**src/include/fuse_cfg_pkg.sv**
```systemverilog
// Constants, field layouts and enumerations for the configuration fuse loader
package fuse_cfg_pkg;

  localparam int FUSE_COUNT = 9;
  localparam int ADDR_W = 4;
  localparam int CLK_HZ = 20000000;

  // Fuse offsets
  localparam logic [3:0] OFS_WATCHDOG = 4'h0;
  localparam logic [3:0] OFS_BROWNOUT = 4'h1;
  localparam logic [3:0] OFS_OSC = 4'h2;
  localparam logic [3:0] OFS_RSVD_A = 4'h3;
  localparam logic [3:0] OFS_RSVD_B = 4'h4;
  localparam logic [3:0] OFS_SYS_A = 4'h5;
  localparam logic [3:0] OFS_SYS_B = 4'h6;
  localparam logic [3:0] OFS_CODE_SIZE = 4'h7;
  localparam logic [3:0] OFS_BOOT_SIZE = 4'h8;

  // Implemented-bit masks; other bits are reserved and read as zero
  localparam logic [7:0] MASK_WATCHDOG = 8'hFF;
  localparam logic [7:0] MASK_BROWNOUT = 8'hFF;
  localparam logic [7:0] MASK_OSC = 8'h0F;
  localparam logic [7:0] MASK_SYS_A = 8'hF9;
  localparam logic [7:0] MASK_SYS_B = 8'h1F;
  localparam logic [7:0] MASK_SIZE = 8'hFF;

  // Field positions
  localparam int WIN_LSB = 4;
  localparam int PER_LSB = 0;
  localparam int LVL_LSB = 5;
  localparam int SAMP_BIT = 4;
  localparam int ACT_LSB = 2;
  localparam int SLP_LSB = 0;
  localparam int CLK_LSB = 0;
  localparam int SRC_LSB = 6;
  localparam int POLY_BIT = 5;
  localparam int PROG_BIT = 4;
  localparam int RST_BIT = 3;
  localparam int KEEP_BIT = 0;
  localparam int MV_LSB = 3;
  localparam int SUT_LSB = 0;

  // Register reset values (not factory contents)
  localparam logic [7:0] FUSE_RESET = 8'h00;

  // Shipped system fuse A contents, informative only
  localparam logic [7:0] SYS_A_SHIPPED = 8'hD0;

  // Size unit in bytes
  localparam int SECTION_BLOCK_BYTES = 512;

  // Threshold codes and reserved limit
  localparam logic [2:0] LVL_MAX_CODE = 3'h3;

  // Start-up delay table in ms
  localparam int SUT_MS_0 = 0;
  localparam int SUT_MS_7 = 64;
  localparam int CYCLES_PER_MS = CLK_HZ / 1000;

  typedef enum logic [1:0] {
    BOD_OFF,
    BOD_CONTINUOUS,
    BOD_SAMPLED,
    BOD_CONT_HOLD
  } bod_mode_e;

  typedef enum logic [1:0] {
    SCAN_ALL,
    SCAN_BOOT,
    SCAN_BOOT_APP,
    SCAN_NONE
  } scan_region_e;

  typedef enum {
    LD_RESET,
    LD_SAMPLE,
    LD_DELAY,
    LD_RUN
  } load_state_e;

  function automatic logic [31:0] sut_cycles(input logic [2:0] code);
    logic [31:0] ms;
    ms = (code == 3'h0) ? 32'h0000_0000 : (32'h0000_0001 << (code - 3'h1));
    return ms * CYCLES_PER_MS;
  endfunction

endpackage

```
**src/verilog/fuse_config_loader.sv**
```systemverilog
// Fuse bank latch, start-up sequencing and distribution of boot configuration
`timescale 1ns/100ps

module fuse_config_loader
  import fuse_cfg_pkg::*;
(
  // Clock and reset
  input wire logic clock_in,
  input wire logic rstn_in,
  // Nonvolatile fuse array, programmed only from the single-wire port
  input wire logic prog_wr_in,
  input wire logic [3:0] prog_addr_in,
  input wire logic [7:0] prog_wdata_in,
  // Processor read port
  input wire logic cpu_rd_in,
  input wire logic [3:0] cpu_addr_in,
  output logic [7:0] cpu_rdata_out,
  // Chip erase request
  input wire logic chip_erase_in,
  output logic erase_flash_out,
  output logic erase_eeprom_out,
  // Watchdog targets
  output logic [3:0] wd_window_out,
  output logic [3:0] wd_period_out,
  // Brown-out targets
  output logic [2:0] brownout_threshold_sel_out,
  output logic brownout_threshold_valid_out,
  output logic brownout_sample_rate_out,
  output logic [1:0] bod_active_mode_out,
  output logic [1:0] bod_sleep_mode_out,
  output logic bod_sleep_mode_valid_out,
  output logic bod_hold_at_wake_out,
  // Clock targets
  output logic [3:0] default_osc_choice_out,
  output logic osc_is_slow_out,
  output logic osc_choice_valid_out,
  // Scanner, pins and memory
  output logic [1:0] scan_region_sel_out,
  output logic scan_enable_out,
  output logic scan_poly_sel_out,
  output logic prog_pin_function_out,
  output logic reset_pin_function_out,
  output logic eeprom_keep_on_erase_out,
  output logic [1:0] dual_supply_mode_out,
  output logic [2:0] startup_delay_sel_out,
  output logic [7:0] code_region_size_out,
  output logic [7:0] boot_region_size_out,
  output logic boot_is_whole_flash_out,
  // Sequencing
  output logic config_valid_out,
  output logic cpu_run_out
);

  ////////////////////////////////////////////////////////////////////////////
  // Reset release

  logic rst_sync1_q;
  logic rst_sync2_q;
  logic rstn;

  always_ff @(posedge clock_in or negedge rstn_in) begin
    if (!rstn_in) begin
      rst_sync1_q <= 1'b0;
      rst_sync2_q <= 1'b0;
    end else begin
      rst_sync1_q <= 1'b1;
      rst_sync2_q <= rst_sync1_q;
    end
  end

  assign rstn = rst_sync2_q;

  ////////////////////////////////////////////////////////////////////////////
  // Fuse array
  // Nonvolatile: not cleared by reset, so no reset branch. Written only from
  // the programming port; the processor port has no write path.

  logic [7:0] fuse_mem [FUSE_COUNT];
  logic [7:0] fuse_mask [FUSE_COUNT];

  function automatic logic [7:0] mask_of(input logic [3:0] ofs);
    case (ofs)
      OFS_WATCHDOG: return MASK_WATCHDOG;
      OFS_BROWNOUT: return MASK_BROWNOUT;
      OFS_OSC: return MASK_OSC;
      OFS_SYS_A: return MASK_SYS_A;
      OFS_SYS_B: return MASK_SYS_B;
      OFS_CODE_SIZE: return MASK_SIZE;
      OFS_BOOT_SIZE: return MASK_SIZE;
      default: return 8'h00;
    endcase
  endfunction

  wire prog_hit = prog_wr_in && (prog_addr_in < 4'(FUSE_COUNT));

  // Reserved bits are stored as zero whatever the programmer sends
  always_ff @(posedge clock_in) begin
    if (prog_hit) begin
      fuse_mem[prog_addr_in] <= prog_wdata_in & mask_of(prog_addr_in);
    end
  end

  ////////////////////////////////////////////////////////////////////////////
  // Load sequencer

  load_state_e state_q;
  load_state_e state_d;
  logic [3:0] idx_q;
  logic [31:0] delay_q;
  logic [7:0] latch_q [FUSE_COUNT];
  logic delay_done;

  assign delay_done = delay_q == 32'h0000_0000;

  always_comb begin
    case (state_q)
      LD_RESET: state_d = LD_SAMPLE;
      LD_SAMPLE: state_d = (idx_q == 4'(FUSE_COUNT - 1)) ? LD_DELAY : LD_SAMPLE;
      LD_DELAY: state_d = delay_done ? LD_RUN : LD_DELAY;
      LD_RUN: state_d = LD_RUN;
      default: state_d = LD_RESET;
    endcase
  end

  always_ff @(posedge clock_in or negedge rstn) begin
    if (!rstn) begin
      state_q <= LD_RESET;
    end else begin
      state_q <= state_d;
    end
  end

  // Bytes are walked one per cycle to model a serial array read-out
  always_ff @(posedge clock_in or negedge rstn) begin
    if (!rstn) begin
      idx_q <= 4'h0;
    end else if (state_q == LD_SAMPLE) begin
      idx_q <= idx_q + 4'h1;
    end
  end

  // Latches load once per reset; later programming waits for the next reset
  always_ff @(posedge clock_in or negedge rstn) begin
    if (!rstn) begin
      for (int i = 0; i < FUSE_COUNT; i++) begin
        latch_q[i] <= FUSE_RESET;
      end
    end else if (state_q == LD_SAMPLE) begin
      latch_q[idx_q] <= fuse_mem[idx_q] & mask_of(idx_q);
    end
  end

  // Start-up delay taken from the freshly latched system fuse B
  always_ff @(posedge clock_in or negedge rstn) begin
    if (!rstn) begin
      delay_q <= 32'h0000_0000;
    end else if (state_q == LD_SAMPLE && state_d == LD_DELAY) begin
      delay_q <= sut_cycles(latch_q[OFS_SYS_B][SUT_LSB +: 3]);
    end else if (state_q == LD_DELAY && !delay_done) begin
      delay_q <= delay_q - 32'h0000_0001;
    end
  end

  assign config_valid_out = (state_q == LD_DELAY) || (state_q == LD_RUN);
  assign cpu_run_out = state_q == LD_RUN;

  ////////////////////////////////////////////////////////////////////////////
  // Distribution

  fuse_field_decode u_decode (
    .wd_byte_in(latch_q[OFS_WATCHDOG]),
    .bod_byte_in(latch_q[OFS_BROWNOUT]),
    .osc_byte_in(latch_q[OFS_OSC]),
    .sys_a_byte_in(latch_q[OFS_SYS_A]),
    .sys_b_byte_in(latch_q[OFS_SYS_B]),
    .wd_window_out(wd_window_out),
    .wd_period_out(wd_period_out),
    .brownout_threshold_sel_out(brownout_threshold_sel_out),
    .brownout_threshold_valid_out(brownout_threshold_valid_out),
    .brownout_sample_rate_out(brownout_sample_rate_out),
    .bod_active_mode_out(bod_active_mode_out),
    .bod_sleep_mode_out(bod_sleep_mode_out),
    .bod_sleep_mode_valid_out(bod_sleep_mode_valid_out),
    .bod_hold_at_wake_out(bod_hold_at_wake_out),
    .default_osc_choice_out(default_osc_choice_out),
    .osc_is_slow_out(osc_is_slow_out),
    .osc_choice_valid_out(osc_choice_valid_out),
    .scan_region_sel_out(scan_region_sel_out),
    .scan_enable_out(scan_enable_out),
    .scan_poly_sel_out(scan_poly_sel_out),
    .prog_pin_function_out(prog_pin_function_out),
    .reset_pin_function_out(reset_pin_function_out),
    .eeprom_keep_on_erase_out(eeprom_keep_on_erase_out),
    .dual_supply_mode_out(dual_supply_mode_out),
    .startup_delay_sel_out(startup_delay_sel_out)
  );

  assign code_region_size_out = latch_q[OFS_CODE_SIZE];
  assign boot_region_size_out = latch_q[OFS_BOOT_SIZE];
  assign boot_is_whole_flash_out = latch_q[OFS_BOOT_SIZE] == 8'h00;

  ////////////////////////////////////////////////////////////////////////////
  // Chip erase

  assign erase_flash_out = chip_erase_in;
  assign erase_eeprom_out = chip_erase_in && !latch_q[OFS_SYS_A][KEEP_BIT];

  ////////////////////////////////////////////////////////////////////////////
  // Processor read port, returns the array contents

  wire rd_mapped = cpu_addr_in < 4'(FUSE_COUNT);
  wire [7:0] rd_value = rd_mapped ? (fuse_mem[cpu_addr_in] & mask_of(cpu_addr_in)) : 8'h00;

  always_ff @(posedge clock_in or negedge rstn) begin
    if (!rstn) begin
      cpu_rdata_out <= 8'h00;
    end else if (cpu_rd_in) begin
      cpu_rdata_out <= rd_value;
    end
  end

endmodule

```
**src/verilog/fuse_field_decode.sv**
```systemverilog
// Decoder of latched fuse bytes into per-target configuration fields
`timescale 1ns/100ps
module fuse_field_decode
  import fuse_cfg_pkg::*;
(
  // Latched fuse bytes
  input wire logic [7:0] wd_byte_in,
  input wire logic [7:0] bod_byte_in,
  input wire logic [7:0] osc_byte_in,
  input wire logic [7:0] sys_a_byte_in,
  input wire logic [7:0] sys_b_byte_in,
  // Watchdog fields
  output logic [3:0] wd_window_out,
  output logic [3:0] wd_period_out,
  // Brown-out fields
  output logic [2:0] brownout_threshold_sel_out,
  output logic brownout_threshold_valid_out,
  output logic brownout_sample_rate_out,
  output logic [1:0] bod_active_mode_out,
  output logic [1:0] bod_sleep_mode_out,
  output logic bod_sleep_mode_valid_out,
  output logic bod_hold_at_wake_out,
  // Clock fields
  output logic [3:0] default_osc_choice_out,
  output logic osc_is_slow_out,
  output logic osc_choice_valid_out,
  // Scanner and pin fields
  output logic [1:0] scan_region_sel_out,
  output logic scan_enable_out,
  output logic scan_poly_sel_out,
  output logic prog_pin_function_out,
  output logic reset_pin_function_out,
  output logic eeprom_keep_on_erase_out,
  output logic [1:0] dual_supply_mode_out,
  output logic [2:0] startup_delay_sel_out
);

  assign wd_window_out = wd_byte_in[WIN_LSB +: 4];
  assign wd_period_out = wd_byte_in[PER_LSB +: 4];

  assign brownout_threshold_sel_out = bod_byte_in[LVL_LSB +: 3];
  assign brownout_threshold_valid_out = bod_byte_in[LVL_LSB +: 3] <= LVL_MAX_CODE;
  assign brownout_sample_rate_out = bod_byte_in[SAMP_BIT];
  assign bod_active_mode_out = bod_byte_in[ACT_LSB +: 2];
  assign bod_hold_at_wake_out = bod_byte_in[ACT_LSB +: 2] == BOD_CONT_HOLD;
  assign bod_sleep_mode_out = bod_byte_in[SLP_LSB +: 2];
  assign bod_sleep_mode_valid_out = bod_byte_in[SLP_LSB +: 2] != BOD_CONT_HOLD;

  assign default_osc_choice_out = osc_byte_in[CLK_LSB +: 4];
  assign osc_is_slow_out = osc_byte_in[CLK_LSB +: 4] == 4'h1;
  assign osc_choice_valid_out = osc_byte_in[CLK_LSB +: 4] <= 4'h1;

  assign scan_region_sel_out = sys_a_byte_in[SRC_LSB +: 2];
  assign scan_enable_out = sys_a_byte_in[SRC_LSB +: 2] != SCAN_NONE;
  assign scan_poly_sel_out = sys_a_byte_in[POLY_BIT];
  assign prog_pin_function_out = sys_a_byte_in[PROG_BIT];
  assign reset_pin_function_out = sys_a_byte_in[RST_BIT];
  assign eeprom_keep_on_erase_out = sys_a_byte_in[KEEP_BIT];
  assign dual_supply_mode_out = sys_b_byte_in[MV_LSB +: 2];
  assign startup_delay_sel_out = sys_b_byte_in[SUT_LSB +: 3];

endmodule
```
**config.mk**
```make
export PLATFORM = sky130hd
export DESIGN_NAME = fuse_config_loader
export DESIGN_NICKNAME = d
export VERILOG_FILES = /design/src/include/fuse_cfg_pkg.sv /design/src/verilog/fuse_config_loader.sv /design/src/verilog/fuse_field_decode.sv
export SDC_FILE = /design/constraint.sdc
export NUM_CORES = 1
export LEC_CHECK = 0
export BUFFER_PORTS_ARGS = -buffer_cell sky130_fd_sc_hd__buf_2
export CAP_MARGIN = 20
export CORE_UTILIZATION = 30
export DETAILED_ROUTE_END_ITERATION = 7
export GPL_ROUTABILITY_DRIVEN = 0
export MAX_ROUTING_LAYER = met4
export PLACE_DENSITY = 0.45
export SKIP_LAST_GASP = 1
export SLEW_MARGIN = 20
export SYNTH_ARGS = -nofsm -noshare
export SYNTH_HDL_FRONTEND = slang
export SYNTH_HIERARCHICAL = 1
export SYNTH_SLANG_ARGS = --single-unit
```
**constraint.sdc**
```tcl
create_clock -name clock_in -period 5.49 [get_ports clock_in]
set_input_delay 0 -clock clock_in [delete_from_list [all_inputs] [get_ports clock_in]]
set_output_delay 0 -clock clock_in [all_outputs]
set_load 0.05 [all_outputs]
```
After elaboration in Yosys (flattened, before gate mapping)
Memories as Yosys holds them, arrays and structs flattened.
Cells that the tools add are included.
- add/sub/neg operators: 3
- $mul: 1
- magnitude comparators: 6
- equality and inequality tests: 29
- shift operators: 1
- multiplexer cells: 17
- bitwise operators: 4
- reductions and logical operators: 19
- operator list (kind ; number):
    $eq A32 B2 Y1 const B ; 3
    $eq A32 B3 Y1 const B ; 3
    $mux W32 ; 3
    $pmux W8 S4 ; 3
    $bwmux W72 ; 1
    $logic_not A32 Y1 ; 2
    $eq A4 B3 Y1 const B ; 9
    $demux W8 S4 ; 1
    $eq A32 B1 Y1 const B ; 1
    $mul A32 B10 Y27 const B ; 1
    $mux W8 ; 4
    $shl A1 B3 Y32 const A ; 1
    $sub A32 B1 Y32 const B ; 1
    $and A8 B8 Y8 ; 3
    $eq A4 B1 Y1 const B ; 4
    $eq A4 B2 Y1 const B ; 3
    $eq A4 B4 Y1 const B ; 3
    $logic_not A4 Y1 ; 3
    $reduce_or A4 Y1 ; 3
    $logic_not A8 Y1 ; 1
    $lt A4 B4 Y1 const B ; 2
    $pmux W2 S4 ; 1
    $ge A5 B5 Y1 const B ; 1
    $logic_and A1 B1 Y1 ; 5
    other kinds (14) ; 18
- register bits: 150
- bits in writable memories: 72
- input port bits: 21
- output and inout port bits: 66
- memories kept: 1
- memories (memory ; words ; bits a word ; read ports ; clocked after Yosys merged registers in ; write ports ; line ; source):
    fuse_mem ; 9 ; 8 ; 2 ; 0 ; 1 ; fuse_config_loader.sv:78 ; logic [7:0] fuse_mem [FUSE_COUNT];

Logic depth before layout (Yosys ltp)
Gate-level depths: netlist (run 1).
- depth in word-level cells: 6
- mapped depth: 17
- mapped depth without buffers: 16

By module
The synthesis (run 1) kept the hierarchy.
- modules (own cells, without submodules) (module ; times used ; cells each ; area each (um2) ; seq. area each (um2)):
    fuse_config_loader ; 1 ; 818 ; 9172.5 ; 4764.6
    fuse_field_decode ; 1 ; 37 ; 270.3 ; 0.0

Worst setup path before layout (run 1)
No wires, ideal clock.
- path type: reg-to-reg
- start point: register latch_q[16] (netlist name)
- end point: register delay_q[22]
- library setup time: 0.132 ns
- arrival: 3.797 ns
- data required time: 5.358 ns
- setup slack: 1.560 ns
- stages on the path, launching flop included: 17
- path buffers: 1
- period minus slack after synthesis: 3.930 ns
- cell sequence: dfrtp_1 clkbuf_1 nand2b_1 nor2_1 ha_1 inv_1 fa_1 inv_1 ha_1 ha_1 ha_1 a21o_1 a21o_1 or3_1 o21ai_0 xor2_1 mux2i_1
- cells in the longest elaborated chain, start to end: 5
- elaborated cells on any way between the ends: 6
- classes of those cells: add/sub (1); mul (1); shift (1); mux (2); reduce/logical (1)
- RTL lines (what ; line ; source):
    from (decl) ; fuse_config_loader.sv:110 ; logic [7:0] latch_q [FUSE_COUNT];
    from (signal, indexed assignment) ; fuse_config_loader.sv:149 ; latch_q[idx_q] <= fuse_mem[idx_q] & mask_of(idx_q);
    $sub A3 B1 Y3 ; fuse_cfg_pkg.sv:83 ; ms = (code == 3'h0) ? 32'h0000_0000 : (32'h0000_0001 << (code - 3'h1));
    $shl A1 B3 Y32 ; fuse_cfg_pkg.sv:83 ;
    $mux W32 * ; fuse_cfg_pkg.sv:83 ;
    $mul A32 B10 Y27 * ; fuse_cfg_pkg.sv:84 ; return ms * CYCLES_PER_MS;
    $mux W32 * ; fuse_config_loader.sv:157 ; end else if (state_q == LD_SAMPLE && state_d == LD_DELAY) begin
    to (signal assigned) ; fuse_config_loader.sv:158 ; delay_q <= sut_cycles(latch_q[OFS_SYS_B][SUT_LSB +: 3]);
    to (signal assigned) ; fuse_config_loader.sv:160 ; delay_q <= delay_q - 32'h0000_0001;
    to (decl) ; fuse_config_loader.sv:109 ; logic [31:0] delay_q;
Every way passes the cells marked *; elsewhere a longest branch is shown, timed or not.
A chain may end at the register's enable or synchronous reset.

Worst setup path after layout (run 1)
Ends and elaborated chain as after synthesis.

==> results.json, run 1 <==
{
  "routed.top_layer": "met4",
  "maxSlewViolCount": 0,
  "clk_pin_slew_ns": 0.07,
  "path_class": "register to register",
  "grt_max_degree": 64,
  "grt_pass1_wl_um": 34160,
  "dr.pass1.iters": 4,
  "hold_class": "input pin to register",
  "clock_latency_ns": 0.43,
  "power_density_nw_per_um2": 287.5,
  "vias": 6129,
  "cp.arrival_ns": 4.52,
  "final_core_util": 0.3441,
  "worstPathRequired_ns": 5.84,
  "avgSynthCellArea_um2": 11.04,
  "worstReg2RegStart": "latch_q[16]",
  "fin_setup_tns_ns": 0,
  "crit_slowest_cell": "fa_1",
  "ys_warn_count": 6,
  "finalSetupViolations": 0,
  "min_from": "prog_wdata_in[1]",
  "post_cts_resize_count": 0,
  "grt_overflow": 0,
  "antenna_found_initial": 0,
  "h-tree-depth": 4,
  "grt_use_total": 0.1499,
  "cts.sink_count": 167,
  "core_um2": 29800,
  "slew-limit-headroom": 0.2657,
  "period_share": 0.7595,
  "power_leakage_nw": 4.168,
  "std_cell_rows": 63,
  "critPathCaptureType": "register",
  "fp.dieH_um": 176.5,
  "hold_violations": 0,
  "skew_ns": 0.01014,
  "period_needed_ns": 4.169,
  "path_cells": "nand2b_1, nor2_1, ha_1, inv_1, fa_1, inv_1, ha_1, ha_1, ha_1, nand2_1, nor3_1, a21boi_0, o21ai_0, xor2_1, mux2i_1",
  "io_pins": 87,
  "clock.fmax_mhz": 239.8,
  "via_per_inst": 4.845,
  "drive_gt1_frac": 0.1989,
  "drcViolationCount": 0,
  "cts_root_buf": "clkbuf_16",
  "clockBufferDepth": 2,
  "grt_pass1_vias": 6017,
  "min_to": "fuse_mem[4][1]",
  "drt-initial-drc-count": 421,
  "met2_length_um": 9810,
  "rsz0062_at_grt": "false",
  "finish.instance_area_um2": 10250,
  "crit_fanout": 11,
  "dp_slack_ns": 1.302,
  "reg2reg_slack_ns": 1.32,
  "worst_slack_ns": 1.321,
  "die_x_um": 176.5,
  "nFillCells": 3034,
  "ir_drop_uv": 246.3,
  "placed_area_um2": 9635,
  "start_util": 0.3067,
  "worst_slew_pin_slew_ns": 1.097,
  "syn-instance-count": 828,
  "port-buffer-count": 86,
  "status": "completed",
  "start_kind": "register",
  "drv_cap": 0,
  "critPathMaxStageDelay_ns": 0.53,
  "cts_tree": "built",
  "rr_worst_depth": 15,
  "hold_slack_ns": 0.05537,
  "wl_met3_um": 789,
  "hold_depth": 3,
  "diodes": 0,
  "layout.nets": 930,
  "dieArea_um2": 31160,
  "dp_hpwl_um": 15220,
  "area_delta_synth_final_pct": 12.20,
  "r2r_end": "delay_q[22]",
  "drt-total-wl_um": 21730,
  "ant_nets": 0,
  "post_drt_wl_per_cell_um": 17.18,
  "cpMostUsedCell": "ha_1",
  "numCtsBuffers": 17,
  "wl_met1_um": 10950,
  "synth_area_um2": 9139
}
cell type report:
type | count | area, µm² | share of cell area
flip-flops and latches | 167 | 4543 | 0.4431
clock inverters | 10 | 121.4 | 0.01184
well taps | 390 | 488.0 | 0.04759
multi-input cells | 531 | 3933 | 0.3835
clock buffers | 22 | 464.2 | 0.04527
inverters | 48 | 180.2 | 0.01757
repair buffers | 97 | 524.3 | 0.05113
placed cells by master (no fill, tap or decap), drive strengths merged, types with 7 or more instances in the layout:
cell type / n
mux4: 26
mux2i: 20
clkbuf: 22
and2: 15
o21ai: 83
nor2b: 13
nor4: 9
a21oi: 22
a21o: 10
dfrtp: 95
ha: 39
nand2: 91
xor2: 9
nand3: 7
inv: 50
nor2: 42
conb: 9
xnor2: 28
edfxtp: 72
nor3: 21
buf: 94
or3: 8
o22ai: 8
or4: 8
fa: 8
stage by stage:
| step | cells | power, mW |
|---|---|---|
| 2_1_floorplan | 835 | 1.695 |
| 3_3_place_gp | 1229 | 1.776 |
| 3_5_place_dp | 1230 | 1.776 |
| 4_1_cts | 1265 | 2.976 |
| 5_1_grt | 1265 | 3.069 |
| 6_report | 1265 | 2.948 |
state kept, by name, summed over array words and instances, names as in the netlist:
register,flops
boot_region_size_out,8
code_region_size_out,8
cpu_rdata_out,8
delay_q,32
fuse_mem,72
idx_q,4
latch_q,31
rst_sync1_q,1
rst_sync2_q,1
state_q,2
critical path: cells and delay by family, from the launching register on:
kind / cells / cell delay, ns
flip-flops: 1 / 0.49
XOR/XNOR: 1 / 0.16
AO/OA/AOI/OAI: 2 / 0.54
buffers and inverters: 2 / 0.09
adder cells (fa/ha/maj): 5 / 1.63
AND/OR/NAND/NOR: 4 / 1.04
multiplexers: 1 / 0.13
how the worst max path moves through the flow:
stage           startpoint           to  slack, ns
3_5_place_dp   latch_q[16]  delay_q[22]       1.30
3_3_place_gp   latch_q[16]  delay_q[22]       1.29
2_1_floorplan  latch_q[16]  delay_q[22]       1.56
6_report       latch_q[16]  delay_q[22]       1.32
5_1_grt        latch_q[18]  delay_q[21]       0.96
4_1_cts        latch_q[16]  delay_q[21]       1.30
power by group:
| group | internal (mW) | switching, mW | leakage [nW] |
|---|---|---|---|
| clock network | 0.697 | 0.499 | 0.273 |
| registers | 1.37 | 0.0607 | 1.62 |
| logic | 0.120 | 0.199 | 2.27 |
routing by layer:
layer  vias to the layer above  global-route usage
met5                         -                   -
met4                         0             0.03843
met3                        10             0.02347
met2                       118              0.2221
met1                      3059              0.2128
li1                       2942                   -
timing repair:
action                    4_1_cts  5_1_grt
setup buffers                   0        0
hold endpoints to repair       10        0
hold buffers                    3        0
Note: power is estimated with default switching activity, not from simulation.
==> inputs of run 2 (changes only) <==
- PLACE_DENSITY: 0.45 -> 0.47
- clock period: 5.49 -> 3.65 ns (I/O delays scaled with it)
==> run 2 against run 1 <==
  * Combinational power grew 68%
  * Final area up 4.2%
  * Highest routed layer unchanged
  * Setup slack lost 1.2 ns
==> results.json, run 2 (synthesized netlist as in run 1, its figures left out) <==
{
  "status": "completed",
  "power_density_nw_per_um2": 420.4,
  "skew_ns": 0.02992,
  "reg_top3": "fuse_mem: 72 flops, delay_q: 32 flops, latch_q: 31 flops",
  "finish.instance_area_um2": 10680,
  "grt_pass1_vias": 6125,
  "final_cell_mix": "nand2_1, dfrtp_1, buf_2",
  "drive_gt1_frac": 0.2636,
  "via_per_inst": 4.763,
  "power.total_mw": 4.491,
  "worstPathRequired_ns": 3.97,
  "io_pins": 87,
  "start_kind": "register",
  "placed_area_um2": 9849,
  "clock.fmax_mhz": 282.0,
  "cts_root_buf": "clkbuf_16",
  "fin_setup_tns_ns": 0,
  "rsz0062_at_grt": "true",
  "clk_pin_slew_ns": 0.07,
  "ant_nets": 0,
  "cts_tree": "built",
  "period_share": 0.9717,
  "path_cells": "nand2_1, or2_4, inv_4, ha_4, inv_1, fa_1, inv_2, ha_4, ha_4, ha_4, a21o_1, a21o_1, or3_4, o21ai_2, xor2_1, mux2i_1",
  "ir_drop_uv": 389.9,
  "dr.pass1.iters": 6,
  "largest_reg_flops": 72,
  "cp.arrival_ns": 3.86,
  "grt_pass1_wl_um": 34640,
  "critPathCaptureType": "register",
  "layout.nets": 958,
  "diodes": 0,
  "port-buffer-count": 86,
  "maxSlewViolCount": 0,
  "grt_use_total": 0.1517,
  "cpMostUsedCell": "ha_4",
  "dieArea_um2": 31160,
  "fp.dieH_um": 176.5,
  "std_cell_rows": 63,
  "crit_fanout": 7,
  "h-tree-depth": 4,
  "start_util": 0.3067,
  "finalSetupViolations": 0,
  "die_x_um": 176.5,
  "critPathMaxStageDelay_ns": 0.52,
  "grt_overflow": 0,
  "worst_slew_pin_slew_ns": 1.011,
  "area_delta_synth_final_pct": 16.91,
  "hold_class": "input pin to register",
  "drcViolationCount": 0,
  "final_core_util": 0.3586,
  "period_needed_ns": 3.547,
  "antenna_found_initial": 0,
  "power_leakage_nw": 4.327,
  "post_drt_wl_per_cell_um": 17.05,
  "regMostFlops": "fuse_mem",
  "clockBufferDepth": 2,
  "dp_hpwl_um": 15520,
  "path_class": "register to register",
  "hold_violations": 0,
  "vias": 6158,
  "clock_latency_ns": 0.45,
  "grt_max_degree": 56,
  "drv_cap": 0,
  "drt-total-wl_um": 22040,
  "crit_slowest_cell": "fa_1",
  "cts.sink_count": 167,
  "numCtsBuffers": 17,
  "drt-initial-drc-count": 363,
  "core_um2": 29800,
  "slew-limit-headroom": 0.3236
}
-- run 2: cell count changes in the layout (fill, tap and decap cells not counted), moves of 4 or more --
cell,delta
buf_4,+27
ha_4,+9
o21ai_2,+4
ha_1,-10
inv_8,+4
o21ai_0,-4
-- run 2: critical path, delay by kind of cell, from the launching register on --
family / cells / cell delay, ns
xor gates and xnor gates: 1 / 0.16
and+or+nand+nor: 3 / 0.73
AOI/OAI and AO/OA: 3 / 0.50
muxes: 1 / 0.08
DFF: 1 / 0.44
adders and majority gates: 5 / 1.35
buffers and inverters: 3 / 0.17
-- run 2: timing repair --
item | 4_1_cts | 5_1_grt
setup buffers | 2 | 2
hold buffers | 3 | 0
hold endpoints to repair | 10 | 0
resized for setup | 10 | 34
pin swaps | 5 | 17
setup endpoints to repair | 3 | 7
-- run 2: final timing paths --
path                                       start              to  slack [ns]  depth (start not counted)
worst max register to register       latch_q[16]     delay_q[22]        0.10                         16
worst min-delay path            prog_wdata_in[1]  fuse_mem[2][1]        0.02                          3
worst max-delay path                 latch_q[16]     delay_q[22]        0.10                         16
max in group asynchronous            rst_sync2_q        idx_q[1]        2.45                          1
worst min register to register       rst_sync1_q     rst_sync2_q        0.36                          0
min in group asynchronous            rst_sync2_q     delay_q[28]        0.39                          0
-- run 2: final cells by class --
cell class | count | area [µm²]
Fill cell | 2980 | 19110
Timing Repair Buffer | 125 | 738.2
Clock buffer | 21 | 481.7
Multi-Input combinational cell | 531 | 4144
Sequential cell | 167 | 4547
Tap cell | 390 | 488.0
Inverter | 48 | 182.7
Clock inverter | 11 | 102.6
-- run 2: layer usage --
layer,track usage,vias up,part of all wire
li1,-,3002,-
met1,0.2104,3028,0.49
met2,0.2281,117,0.46
met3,0.02713,11,0.038
met4,0.03843,0,0.0074
met5,-,-,0
-- run 2: per-stage QoR --
stage / setup WS [ns] / cells / hold slack (ns)
final: 0.1034 / 1293 / 0.02251
after global routing: -0.02747 / 1293 / 0.02665
after CTS: -0.01051 / 1291 / 0.002914
after detailed placement: -0.1680 / 1254 / -0.2092
after global placement: -0.1417 / 1254 / -0.2094
after floorplan: 0.01406 / 835 / -0.2956
-- run 2: report_power, final --
group	switching, mW	internal (mW)
Sequential	0.0914	2.06
Clock	0.828	0.974
Combinational	0.320	0.215
Total	1.24	3.25
==> inputs of run 3 (changes only) <==
--- a/config.mk
+++ b/config.mk
@@ -7,5 +7,5 @@
 export LEC_CHECK = 0
-export BUFFER_PORTS_ARGS = -buffer_cell sky130_fd_sc_hd__buf_2
+export BUFFER_PORTS_ARGS = -buffer_cell sky130_fd_sc_hd__buf_4
 export CAP_MARGIN = 20
-export CORE_UTILIZATION = 30
+export CORE_UTILIZATION = 54
 export DETAILED_ROUTE_END_ITERATION = 7
@@ -13,3 +13,3 @@
 export MAX_ROUTING_LAYER = met4
-export PLACE_DENSITY = 0.47
+export PLACE_DENSITY = 0.75
 export SKIP_LAST_GASP = 1
==> constraint.sdc (replaced) <==
create_clock -name clock_in -period 3.65 [get_ports clock_in]
set_input_delay 0.1825 -clock clock_in [delete_from_list [all_inputs] [get_ports clock_in]]
set_output_delay 0.1825 -clock clock_in [all_outputs]
set_load 0.05 [all_outputs]
==> run 3 against run 2 <==
  * Clock-buffer cell count increased by 2
  * Final area decreased by 0.21%
  * Utilization increased by 29 points
  * Largest power group unchanged
==> results.json, run 3 (synthesized netlist as in run 1, its figures left out) <==
{
  "clk_pin_slew_ns": 0.06,
  "worstReg2RegStart": "latch_q[17]",
  "antenna_found_initial": 0,
  "ant_nets": 0,
  "grt_overflow": 0,
  "finalNonFillerCells": 1121,
  "power.total_mw": 4.457,
  "power_leakage_nw": 4.406,
  "reg_top3": "fuse_mem: 72 flops, delay_q: 32 flops, latch_q: 31 flops",
  "grt_max_degree": 39,
  "period_share": 0.9872,
  "skew_ns": 0.01141,
  "dr.pass1.iters": 5,
  "core_um2": 16520,
  "worst_slew_pin_slew_ns": 0.9595,
  "area_delta_synth_final_pct": 16.66,
  "critPathMaxStageDelay_ns": 0.48,
  "r2r_end": "delay_q[18]",
  "fp.dieH_um": 132.1,
  "drcViolationCount": 0,
  "path_cells": "buf_4, nand2b_1, nor2_2, inv_1, fa_1, inv_1, ha_1, xnor2_2, buf_4, fa_2, nor2b_1, o21ai_1, buf_4, nand2_1, a31oi_1, xor2_1, a22oi_1",
  "final_cell_mix": "buf_4, dfrtp_1, nand2_1",
  "power_density_nw_per_um2": 418.1,
  "dieArea_um2": 17450,
  "placed_area_um2": 9842,
  "clockBufferDepth": 2,
  "final_common_cell": "buf_4",
  "slew-limit-headroom": 0.3579,
  "critPathCaptureType": "register",
  "vias": 6474,
  "ff_latch_area_um2": 4546,
  "hold_class": "input pin to register",
  "diodes": 0,
  "hold_depth": 2,
  "worst_slack_ns": 0.04671,
  "multi_input_area_um2": 4155,
  "port-buffer-count": 86,
  "cpMostUsedCell": "buf_4",
  "grt_use_total": 0.2507,
  "drt-total-wl_um": 20480,
  "dp_hpwl_um": 14230,
  "finalSetupViolations": 0,
  "grt_pass1_vias": 6378,
  "numCtsBuffers": 17,
  "post_drt_wl_per_cell_um": 18.27,
  "maxSlewViolCount": 0,
  "clock_latency_ns": 0.43,
  "clock.fmax_mhz": 277.5,
  "nFillCells": 1257,
  "reg2reg_slack_ns": 0.05,
  "worstPathRequired_ns": 3.91,
  "path_buf_inv": 5,
  "die_x_um": 132.1,
  "drive_gt1_frac": 0.2619,
  "largest_reg_flops": 72,
  "layout.nets": 956,
  "via_per_inst": 5.775,
  "cts.sink_count": 167,
  "start_util": 0.5530,
  "finish.instance_area_um2": 10660,
  "regMostFlops": "fuse_mem",
  "crit_slowest_cell": "fa_1",
  "drv_cap": 0,
  "rsz0062_at_grt": "true",
  "rr_worst_depth": 17,
  "crit_fanout": 6,
  "status": "completed",
  "io_pins": 87,
  "cp_top_family": "adder cells",
  "start_kind": "register",
  "h-tree-depth": 4,
  "hold_violations": 0,
  "min_from": "cpu_rd_in",
  "period_needed_ns": 3.603,
  "dp_cells": 1084,
  "std_cell_rows": 47,
  "cts_root_buf": "clkbuf_16",
  "drt-initial-drc-count": 564,
  "final_core_util": 0.6452,
  "cts_tree": "built",
  "cp_num_cells": 17,
  "dp_slack_ns": -0.1432,
  "cp.arrival_ns": 3.86,
  "ir_drop_uv": 397.6,
  "grt_pass1_wl_um": 32680,
  "min_to": "cpu_rdata_out[4]",
  "path_class": "register to register"
}
## run 3: cell types whose count changed in the layout (fill, tap and decap cells not counted), moves of 2 or more
cell	before	now
ha_1	29	26
inv_8	4	0
dlygate4sd3_1	3	1
buf_2	86	0
inv_4	1	3
clkbuf_1	1	3
buf_4	34	121
ha_4	9	11
clkinvlp_4	3	1
## run 3: layout make-up
type | count | share of cell area
Sequential cell | 167 | 0.4264
Clock buffer | 23 | 0.04530
Inverter | 48 | 0.01713
Multi-Input combinational cell | 531 | 0.3897
Clock inverter | 9 | 0.008450
Tap cell | 220 | 0.02582
Timing Repair Buffer | 123 | 0.08720
## run 3: worst max-delay path by stage
stage	start	end	slack, ns
final	latch_q[17]	delay_q[18]	0.05
after global routing	latch_q[17]	delay_q[18]	-0.1
after CTS	latch_q[16]	delay_q[19]	0.005
after detailed placement	latch_q[18]	delay_q[20]	-0.14
after global placement	latch_q[18]	delay_q[20]	-0.009
after floorplan	latch_q[18]	delay_q[22]	0.01
## run 3: per-stage QoR
stage	hold slack, ns	TNS (ns)
2_1_floorplan	-0.1131	0
3_3_place_gp	-0.03421	-0.009365
3_5_place_dp	-0.03413	-0.4521
4_1_cts	0.03035	0
5_1_grt	0.06875	-0.1668
6_report	0.04559	0
## run 3: power breakdown
part	switching, mW	internal [mW]
Combinational	0.332	0.232
Sequential	0.0940	2.06
Clock	0.723	1.01
Total	1.15	3.31
## run 3: repair_timing
item / 4_1_cts / 5_1_grt
buffers inserted: 0 / 4
setup endpoints to repair: 4 / 6
resized for setup: 14 / 29
hold buffers: 1 / 0
hold endpoints to repair: 2 / 0
pin swaps: 9 / 21
## run 3: routing by layer
layer | routed length [µm] | up-vias | GRT usage
met2 | 10190 | 234 | 0.4024
met1 | 8593 | 3209 | 0.3199
met5 | 0 | - | -
met4 | 343 | 0 | 0.07494
li1 | - | 3003 | -
met3 | 1355 | 28 | 0.05498
